`src/sce_params.svh`:
```
// Purpose: Offsets, field positions, reset values and timing counts
// Assumes: Included only by the command/enable module, not by the other design files
// Notes: Definitions only; guarded against double inclusion
`ifndef SCE_PARAMS_SVH
`define SCE_PARAMS_SVH

// Seven-bit target address on the serial bus
`define SCE_TARGET_ADDR 7'h39

// Register addresses (five-bit command address field)
`define SCE_ENABLE_ADDR 5'h00
`define SCE_STATUS_ADDR 5'h13

// Enable register reset value and writable bits (7:6 reserved)
`define SCE_ENABLE_RST 8'h00
`define SCE_ENABLE_MASK 8'h3f

// Enable register field positions
`define SCE_EN_PROX_IRQ 5
`define SCE_EN_LIGHT_IRQ 4
`define SCE_EN_WAIT 3
`define SCE_EN_PROX 2
`define SCE_EN_LIGHT 1
`define SCE_EN_OSC 0

// Status register field positions for the pending flags
`define SCE_ST_PROX_PEND 5
`define SCE_ST_LIGHT_PEND 4

// Command byte fields
`define SCE_CMD_SELECT 7
`define SCE_CMD_TYPE_HI 6
`define SCE_CMD_TYPE_LO 5

// Transfer type codes
`define SCE_TYPE_REPEAT 2'b00
`define SCE_TYPE_AUTOINC 2'b01
`define SCE_TYPE_RESERVED 2'b10
`define SCE_TYPE_SPECIAL 2'b11

// Special-function codes
`define SCE_SF_NONE 5'h00
`define SCE_SF_CLR_PROX 5'h05
`define SCE_SF_CLR_LIGHT 5'h06
`define SCE_SF_CLR_BOTH 5'h07

// Timing: power-up hold-off in ns and the system clock period in ns
`define SCE_HOLDOFF_NS 2720000
`define SCE_CLK_NS 100
// Least time, so round up to whole cycles
`define SCE_HOLDOFF_CYC \
  ((`SCE_HOLDOFF_NS + `SCE_CLK_NS - 1) / `SCE_CLK_NS)

`endif

```
`src/sce_pkg.sv`:
```
// Purpose: Types shared by the command/enable block
// Assumes: Nothing beyond the tool's SystemVerilog support
// Notes: Constants live in sce_params.svh
package sce_pkg;

  // Serial-bus engine states
  typedef enum logic [2:0] {
    SCE_IDLE,
    SCE_RX,
    SCE_ACK,
    SCE_TX,
    SCE_TXACK
  } sce_bus_state_t;

endpackage : sce_pkg

```
`src/sce_cmd_enable.sv`:
```
// Purpose: Serial-bus command decoder and power/function enable register
// Assumes: sys_clk at 10 MHz, bus clock far slower; events on sys_clk
// Notes: Only the enable and status registers are held here
//
// Operation
// - Bits 6:5 give transfer type; 10 unused
// - Type 00 keeps the same register address
// - Type 01 advances address after each byte
// - Bits 4:0 are address or special code
// - Codes 5,6,7 clear prox, light, both pending
// - Code 0 does nothing; other codes unused
// - Interrupt clear leaves no bit set behind; here an event in the same cycle keeps its flag set
// - Proximity interrupts only while its allow bit set
// - Light interrupts only while its allow bit set
// - Enable bit 3 turns wait timer on/off
// - Enable bit 2 turns proximity on/off
// - Enable bit 1 turns light converter on/off
// - Enable bit 0 runs the oscillator
// - Fixed 2.72 ms delay before converter cycle
// - Light converter needs its bit and power bit
// - Bus activity forces the oscillator on
// - Hardware holds measurements 2.72 ms after power-on
// - Byte with clear top bit is data
// - Respond at target address 0x39 only
`include "sce_params.svh"
`timescale 1ns/1ps
`default_nettype none

module sce_cmd_enable #(
  parameter int HOLDOFF_CYC = `SCE_HOLDOFF_CYC
) (
  input wire logic sys_clk,
  input wire logic reset,
  input wire logic scl_in,
  input wire logic sda_in,
  output logic sda_out,
  output logic sda_oe,
  input wire logic prox_event,
  input wire logic light_event,
  output logic osc_run,
  output logic wait_run,
  output logic prox_run,
  output logic light_adc_run,
  output logic meas_ready,
  output logic irq_out
);

  // Synchronised bus lines and their previous samples
  logic scl_s;
  logic sda_s;
  logic scl_p_q;
  logic sda_p_q;

  // Bus engine state
  sce_pkg::sce_bus_state_t state_q;
  logic [3:0] cnt_q;       // Bits moved in the current byte
  logic [7:0] shift_q;     // Receive or transmit shifter
  logic addr_phase_q;      // Next byte is the target address
  logic cmd_slot_q;        // Next written byte may be a command
  logic tx_next_q;         // After this acknowledge, send data
  logic nack_q;            // Host refused the last sent byte
  logic busy_q;            // Between start and stop

  // Command state and registers
  logic [4:0] reg_addr_q;  // Stored register address
  logic [1:0] xfer_type_q; // Stored transfer type
  logic [7:0] enable_q;    // Power and function enable register
  logic prox_pend_q;       // Pending proximity interrupt
  logic light_pend_q;      // Pending light interrupt

  // Power-up hold-off counter
  logic [$clog2(HOLDOFF_CYC+1)-1:0] hold_cnt_q;

  // Pins cross into sys_clk through two flops each
  sce_sync #(.RST_VAL(1'b1)) u_scl_sync (
    .sys_clk(sys_clk),
    .reset(reset),
    .async_in(scl_in),
    .sync_out(scl_s)
  );

  sce_sync #(.RST_VAL(1'b1)) u_sda_sync (
    .sys_clk(sys_clk),
    .reset(reset),
    .async_in(sda_in),
    .sync_out(sda_s)
  );

  // Previous samples for edge and condition detection
  always_ff @(posedge sys_clk or posedge reset) begin
    if (reset) begin
      scl_p_q <= 1'b1;
      sda_p_q <= 1'b1;
    end else begin
      scl_p_q <= scl_s;
      sda_p_q <= sda_s;
    end
  end

  // Bus events, all on synchronised samples
  logic scl_rise;
  logic scl_fall;
  logic start_ev;
  logic stop_ev;
  assign scl_rise = scl_s & ~scl_p_q;
  assign scl_fall = ~scl_s & scl_p_q;
  assign start_ev = scl_s & scl_p_q & sda_p_q & ~sda_s;
  assign stop_ev = scl_s & scl_p_q & ~sda_p_q & sda_s;

  // Decoded byte-complete events
  logic byte_done;
  logic addr_hit;
  logic cmd_ev;
  logic data_wr_ev;
  logic rd_done_ev;
  assign byte_done = (state_q == sce_pkg::SCE_RX) && scl_fall &&
                     (cnt_q == 4'h8);
  assign addr_hit = byte_done && addr_phase_q &&
                    (shift_q[7:1] == `SCE_TARGET_ADDR);
  // Top bit set in the command slot makes it a command
  assign cmd_ev = byte_done && !addr_phase_q && cmd_slot_q &&
                  shift_q[`SCE_CMD_SELECT];
  // Anything else written after the address is data
  assign data_wr_ev = byte_done && !addr_phase_q && !cmd_ev;
  assign rd_done_ev = (state_q == sce_pkg::SCE_TXACK) && scl_rise;

  // Command field views
  logic [1:0] cmd_type;
  logic [4:0] cmd_field;
  assign cmd_type = shift_q[`SCE_CMD_TYPE_HI:`SCE_CMD_TYPE_LO];
  assign cmd_field = shift_q[4:0];

  // Special function decoded from the command byte
  logic sf_ev;
  logic clr_prox;
  logic clr_light;
  assign sf_ev = cmd_ev && (cmd_type == `SCE_TYPE_SPECIAL);
  // Codes outside the defined set, including no-op, do nothing
  assign clr_prox = sf_ev && ((cmd_field == `SCE_SF_CLR_PROX) ||
                    (cmd_field == `SCE_SF_CLR_BOTH));
  assign clr_light = sf_ev && ((cmd_field == `SCE_SF_CLR_LIGHT) ||
                     (cmd_field == `SCE_SF_CLR_BOTH));

  // Read data for the stored address; unmapped reads give zero
  logic [7:0] rd_byte;
  always_comb begin
    rd_byte = 8'h00;
    case (reg_addr_q)
      `SCE_ENABLE_ADDR: rd_byte = enable_q;
      `SCE_STATUS_ADDR: begin
        rd_byte[`SCE_ST_PROX_PEND] = prox_pend_q;
        rd_byte[`SCE_ST_LIGHT_PEND] = light_pend_q;
      end
      default: rd_byte = 8'h00;
    endcase
  end

  // Bus engine: start, address, acknowledge, receive and send
  always_ff @(posedge sys_clk or posedge reset) begin
    if (reset) begin
      state_q <= sce_pkg::SCE_IDLE;
      cnt_q <= 4'h0;
      shift_q <= 8'h00;
      addr_phase_q <= 1'b0;
      cmd_slot_q <= 1'b0;
      tx_next_q <= 1'b0;
      nack_q <= 1'b0;
      sda_oe <= 1'b0;
    end else if (start_ev) begin
      // A start, repeated or not, always restarts the address phase
      state_q <= sce_pkg::SCE_RX;
      cnt_q <= 4'h0;
      addr_phase_q <= 1'b1;
      sda_oe <= 1'b0;
    end else if (stop_ev) begin
      state_q <= sce_pkg::SCE_IDLE;
      sda_oe <= 1'b0;
    end else begin
      case (state_q)
        sce_pkg::SCE_IDLE: begin
          sda_oe <= 1'b0;
        end
        sce_pkg::SCE_RX: begin
          if (scl_rise && cnt_q != 4'h8) begin
            shift_q <= {shift_q[6:0], sda_s};
            cnt_q <= cnt_q + 4'h1;
          end else if (byte_done) begin
            if (addr_phase_q) begin
              // Foreign address: drop off the bus until the next start
              if (addr_hit) begin
                state_q <= sce_pkg::SCE_ACK;
                sda_oe <= 1'b1;
                tx_next_q <= shift_q[0];
                cmd_slot_q <= ~shift_q[0];
              end else begin
                state_q <= sce_pkg::SCE_IDLE;
              end
              addr_phase_q <= 1'b0;
            end else begin
              // Only the first written byte may be a command
              state_q <= sce_pkg::SCE_ACK;
              sda_oe <= 1'b1;
              tx_next_q <= 1'b0;
              cmd_slot_q <= 1'b0;
            end
          end
        end
        sce_pkg::SCE_ACK: begin
          if (scl_fall) begin
            cnt_q <= 4'h0;
            if (tx_next_q) begin
              state_q <= sce_pkg::SCE_TX;
              shift_q <= rd_byte;
              sda_oe <= ~rd_byte[7];
              cnt_q <= 4'h1;
            end else begin
              state_q <= sce_pkg::SCE_RX;
              sda_oe <= 1'b0;
            end
          end
        end
        sce_pkg::SCE_TX: begin
          if (scl_fall) begin
            if (cnt_q == 4'h8) begin
              state_q <= sce_pkg::SCE_TXACK;
              sda_oe <= 1'b0;
            end else begin
              sda_oe <= ~shift_q[6];
              shift_q <= {shift_q[6:0], 1'b0};
              cnt_q <= cnt_q + 4'h1;
            end
          end
        end
        sce_pkg::SCE_TXACK: begin
          if (scl_rise) begin
            nack_q <= sda_s;
          end else if (scl_fall) begin
            // Refused byte ends the read; wait for stop or start
            if (nack_q) begin
              state_q <= sce_pkg::SCE_IDLE;
            end else begin
              state_q <= sce_pkg::SCE_TX;
              shift_q <= rd_byte;
              sda_oe <= ~rd_byte[7];
              cnt_q <= 4'h1;
            end
          end
        end
        default: begin
          state_q <= sce_pkg::SCE_IDLE;
          sda_oe <= 1'b0;
        end
      endcase
    end
  end

  // Open-drain data: the pin is only ever pulled low
  always_ff @(posedge sys_clk or posedge reset) begin
    if (reset) begin
      sda_out <= 1'b0;
    end else begin
      sda_out <= 1'b0;
    end
  end

  // Bus busy between start and stop
  always_ff @(posedge sys_clk or posedge reset) begin
    if (reset) begin
      busy_q <= 1'b0;
    end else if (start_ev) begin
      busy_q <= 1'b1;
    end else if (stop_ev) begin
      busy_q <= 1'b0;
    end
  end

  // Stored address and transfer type
  always_ff @(posedge sys_clk or posedge reset) begin
    if (reset) begin
      reg_addr_q <= 5'h00;
      xfer_type_q <= `SCE_TYPE_REPEAT;
    end else if (cmd_ev) begin
      // Reserved type is ignored; special keeps the stored address
      if (cmd_type == `SCE_TYPE_REPEAT ||
          cmd_type == `SCE_TYPE_AUTOINC) begin
        reg_addr_q <= cmd_field;
        xfer_type_q <= cmd_type;
      end
    end else if ((data_wr_ev || rd_done_ev) &&
                 xfer_type_q == `SCE_TYPE_AUTOINC) begin
      reg_addr_q <= reg_addr_q + 5'h01;
    end
    // Repeated-byte type leaves the address untouched
  end

  // Enable register; reserved bits are never stored
  always_ff @(posedge sys_clk or posedge reset) begin
    if (reset) begin
      enable_q <= `SCE_ENABLE_RST;
    end else if (data_wr_ev && reg_addr_q == `SCE_ENABLE_ADDR) begin
      enable_q <= shift_q & `SCE_ENABLE_MASK;
    end
  end

  // Pending flags: event wins over clear in the same cycle
  always_ff @(posedge sys_clk or posedge reset) begin
    if (reset) begin
      prox_pend_q <= 1'b0;
      light_pend_q <= 1'b0;
    end else begin
      if (prox_event && enable_q[`SCE_EN_PROX_IRQ]) begin
        prox_pend_q <= 1'b1;
      end else if (clr_prox) begin
        prox_pend_q <= 1'b0;
      end
      if (light_event && enable_q[`SCE_EN_LIGHT_IRQ]) begin
        light_pend_q <= 1'b1;
      end else if (clr_light) begin
        light_pend_q <= 1'b0;
      end
    end
  end

  // Hold-off restarts whenever power is removed
  always_ff @(posedge sys_clk or posedge reset) begin
    if (reset) begin
      hold_cnt_q <= '0;
    end else if (!enable_q[`SCE_EN_OSC]) begin
      hold_cnt_q <= '0;
    end else if (hold_cnt_q != HOLDOFF_CYC[$bits(hold_cnt_q)-1:0]) begin
      hold_cnt_q <= hold_cnt_q + 1'b1;
    end
  end

  // Function outputs; measurements wait out the hold-off
  always_ff @(posedge sys_clk or posedge reset) begin
    if (reset) begin
      osc_run <= 1'b0;
      meas_ready <= 1'b0;
      wait_run <= 1'b0;
      prox_run <= 1'b0;
      light_adc_run <= 1'b0;
      irq_out <= 1'b0;
    end else begin
      osc_run <= enable_q[`SCE_EN_OSC] | busy_q;
      meas_ready <= enable_q[`SCE_EN_OSC] &&
        (hold_cnt_q == HOLDOFF_CYC[$bits(hold_cnt_q)-1:0]);
      wait_run <= enable_q[`SCE_EN_WAIT] & meas_ready;
      prox_run <= enable_q[`SCE_EN_PROX] & meas_ready;
      light_adc_run <= enable_q[`SCE_EN_LIGHT] &
        enable_q[`SCE_EN_OSC] & meas_ready;
      irq_out <= (prox_pend_q & enable_q[`SCE_EN_PROX_IRQ]) |
        (light_pend_q & enable_q[`SCE_EN_LIGHT_IRQ]);
    end
  end
endmodule : sce_cmd_enable

`default_nettype wire

```
`src/sce_sync.sv`:
```
// Purpose: Two-flop synchroniser for one asynchronous input
// Assumes: Input comes from a pin outside the sys_clk domain
// Notes: First stage is read only by the second stage
`timescale 1ns/1ps
`default_nettype none

module sce_sync #(
  parameter logic RST_VAL = 1'b1
) (
  input wire logic sys_clk,
  input wire logic reset,
  input wire logic async_in,
  output logic sync_out
);

  // First stage may go metastable; nothing but stage two reads it
  logic meta_q;

  // Both stages reset to the idle bus level
  always_ff @(posedge sys_clk or posedge reset) begin
    if (reset) begin
      meta_q <= RST_VAL;
      sync_out <= RST_VAL;
    end else begin
      meta_q <= async_in;
      sync_out <= meta_q;
    end
  end

endmodule : sce_sync

`default_nettype wire

```
`config.mk`:
```
export PLATFORM = sky130hd
export DESIGN_NAME = sce_cmd_enable
export DESIGN_NICKNAME = d
export VERILOG_FILES = /design/src/sce_pkg.sv /design/src/sce_cmd_enable.sv /design/src/sce_sync.sv
export VERILOG_INCLUDE_DIRS = /design/src
export SDC_FILE = /design/constraint.sdc
export NUM_CORES = 1
export LEC_CHECK = 0
export ABC_AREA = 1
export ABC_CLOCK_PERIOD_IN_PS = 4400
export BUFFER_PORTS_ARGS = -buffer_cell sky130_fd_sc_hd__buf_2
export CORE_AREA = 2 2 76 78
export CTS_CLUSTER_DIAMETER = 40
export DETAILED_ROUTE_END_ITERATION = 12
export DIE_AREA = 0 0 78 80
export GPL_ROUTABILITY_DRIVEN = 1
export PLACE_DENSITY = 0.77
export SYNTH_ARGS = -nofsm -noshare
export SYNTH_HDL_FRONTEND = slang
export SYNTH_SLANG_ARGS = --single-unit
```
`constraint.sdc`:
```
create_clock -name sys_clk -period 4.4 [get_ports sys_clk]
set_input_delay 0.88 -clock sys_clk [delete_from_list [all_inputs] [get_ports sys_clk]]
set_output_delay 0.88 -clock sys_clk [all_outputs]
set_load 0.02 [all_outputs]
```
==> impl_metrics.json <==
{
  "status": "complete, no violations",
  "die_x_um": 78,
  "maxSlewViolCount": 0,
  "synth_cell_type_count": 35,
  "synthArstFlopShare_pct": 100,
  "p_leak_nw": 1.83,
  "grt_max_degree": 36,
  "grt_overflow_total": 0,
  "fmax_mhz": 527,
  "synthCells": 440,
  "critPathMaxStageDelay_ps": 420,
  "rsz0062_at_grt": "no",
  "areaGrowthSynthToFinish_pct": 8.90,
  "min_period_ps": 1900,
  "synth_edf_count": 0,
  "grt_pass1_vias": 2778,
  "maxSlewHeadroom_pct": 51.1,
  "grt_pass1_wl_um": 12400,
  "via_per_inst": 5.26,
  "cts_tree": "yes",
  "num_rows": 27,
  "track_usage_pct": 25.5,
  "crit_path_cell_trace": "inv_1 -> ha_1 -> nand2_1 -> nor2_2 -> nand2_2 -> nor2_4 -> nand4_1 -> nor2_1 -> a21oi_1",
  "cts_sinks": 63,
  "io_buffers": 12,
  "finalHoldViolCount": 0,
  "antenna_found_initial": 0,
  "drc": 0,
  "syn_nets": 452,
  "syn_avg_cell_area_um2": 7.70,
  "seqPwrFrac_pct": 50.1,
  "hpwlAfterDp_um": 5170,
  "final_layout_size_suffix_gt1_share_pct": 14.4,
  "p_per_area_nw_per_um2": 364,
  "core_area_um2": 5410,
  "clk_pin_slew_ps": 80,
  "synth_seq_area_share_pct": 46.8,
  "cts_buffers": 9,
  "gp_congestion": 0.922,
  "startpoint_type": "flip-flop",
  "diodes": 0,
  "clk_latency_ps": 340,
  "arrival_ps": 2110,
  "p_int_mw": 0.908,
  "cp_num_buf_inv": 1,
  "p_sw_share_pct": 32.4,
  "post_drt_wl_per_cell_um": 13.0,
  "wl_um": 6990,
  "critPathTopFamily": "simple AND/OR/NAND/NOR gates",
  "stdcell_area_um2": 3690,
  "pwr-share-clk_pct": 34.3,
  "hp-class": "reg2reg",
  "yosys_register_bits": 63,
  "die_area_um2": 6240,
  "yosys_warnings": 0,
  "start_util_pct": 62.7,
  "critPathKind": "reg2reg",
  "cts_resized": 0,
  "clock_skew_ps": 12.1,
  "irDropWorstVdd_v": 0.000239,
  "htreeDepth": 3,
  "worst-path-max-fanout": 12,
  "root_buffer": "clkbuf_8",
  "period_share_pct": 43.1,
  "ios": 14,
  "setup_violations": 0,
  "worst_slew_pin_slew_ps": 733,
  "synth_ff_type": "dfrtp_1",
  "drtIter0Drc": 199,
  "ff2ff_setup_slack_ps": 2500,
  "combPwrFrac_pct": 15.6,
  "cts_buffer_depth": 2,
  "postCtsSetupBuffers": 0,
  "cp.required_ps": 4610,
  "synth_area_um2": 3390,
  "worstSetupEndpointType": "flip-flop",
  "layout.nets": 471,
  "die_y_um": 80,
  "crit_slowest_cell": "dfrtp_1",
  "placed_cell_area_um2": 3510,
  "drtAntennaViolNets": 0,
  "num_vias": 2817,
  "cap_violations": 0,
  "first_pass_iters": 4,
  "p_switching_mw": 0.434,
  "tns_ps": 0,
  "cts_hold_buffers": 0
}
-- power groups by stage --
stage | combinational [mW] | clock (mW) | sequential [mW]
4_1_cts | 0.210 | 0.469 | 0.673
3_5_place_dp | 0.209 | 0 | 0.684
6_report | 0.209 | 0.460 | 0.673
3_3_place_gp | 0.201 | 0 | 0.682
5_1_grt | 0.241 | 0.497 | 0.682
2_1_floorplan | 0.160 | 0 | 0.674
-- worst paths after layout --
kind	from	to	depth (start not counted)
setup / recovery	cnt_q[0]$_DFFE_PP0P_	enable_q[5]$_DFFE_PP0P_	9
hold / removal	u_scl_sync.meta_q$_DFF_PP1_	u_scl_sync.sync_out$_DFF_PP1_	0
setup reg to reg	cnt_q[0]$_DFFE_PP0P_	enable_q[5]$_DFFE_PP0P_	9
hold reg to reg	u_scl_sync.meta_q$_DFF_PP1_	u_scl_sync.sync_out$_DFF_PP1_	0
max in group asynchronous	reset	cnt_q[1]$_DFFE_PP0P_	3
min in group asynchronous	reset	hold_cnt_q[7]$_DFFE_PP0N_	2
-- layout by cell type, fill, tap and decap left out, types with 2 or more instances in the layout --
cell | synthesis | layout
nor4_1 | 2 | 2
nor2_4 | 4 | 4
inv_2 | 3 | 4
nor2_2 | 4 | 4
o21ai_2 | 2 | 2
nand3_2 | 3 | 3
nand2_2 | 9 | 9
buf_2 | 1 | 12
nor3_1 | 6 | 6
a31oi_1 | 3 | 3
dfrtp_1 | 57 | 57
nand3_1 | 27 | 27
inv_6 | 0 | 2
o21ai_0 | 28 | 28
dfstp_2 | 6 | 6
nand4_1 | 15 | 15
ha_1 | 6 | 6
xor2_1 | 6 | 6
clkbuf_8 | 0 | 9
clkinv_2 | 0 | 2
nor2_1 | 42 | 42
inv_1 | 58 | 57
or2_2 | 3 | 3
nand2_1 | 122 | 122
o21ai_1 | 9 | 9
a21oi_1 | 11 | 11
-- metal layers --
layer  GRT usage [%]  vias to the layer above  routed length [um]
met5               0                        -                   0
met4            8.42                        0                  83
met3            5.20                        8                 294
met2            43.8                       46                3380
met1            32.4                     1318                3230
li1                -                     1445                   -
-- logic make-up after synthesis --
group,Yosys count,share of synthesized area [%]
simple gates,239,32.1
buf+inv,67,7.90
flops,63,46.8
compound gates,57,9.12
xor+xnor,7,1.81
fa+ha+maj,6,2.22
other cells,1,0.111
-- per-stage QoR --
step	total power, mW	setup slack, ps	hold slack (ps)	util, %	std cells
2_1_floorplan	0.835	1960	345	-	440
3_3_place_gp	0.883	2510	346	64.9	520
3_5_place_dp	0.893	2480	349	64.9	520
4_1_cts	1.35	2490	361	68.2	536
5_1_grt	1.42	2330	362	68.2	536
6_report	1.34	2500	359	68.2	536
-- flip-flops by register name, indices dropped and copies added, names as in the netlist, 2 cells and up --
register / flops
cnt_q: 4
enable_q: 6
hold_cnt_q: 15
reg_addr_q: 5
shift_q: 8
state_q: 3
xfer_type_q: 2
-- final cells by class --
cell class | instances | area, um^2
Fill cell | 477 | 1720
Clock buffer | 9 | 124
Clock inverter | 7 | 55.1
Sequential cell | 63 | 1580
Tap cell | 72 | 90.1
Multi-Input combinational cell | 310 | 1540
Inverter | 62 | 233
Timing Repair Buffer | 13 | 67.6
-- synthesized netlist by cell type, drive strengths merged (3+ instances only) --
cell	number	area [um^2]
nand2	132	526
inv	61	229
dfrtp	57	1430
nor2	50	228
o21ai	39	203
nand3	30	165
nand4	16	106
a21oi	11	55.1
dfstp	6	158
ha	6	75.1
nor3	6	30.0
xor2	6	52.6
buf	4	31.3
a31oi	3	18.8
or2	3	18.8
Power figures use the tool's default switching activity.
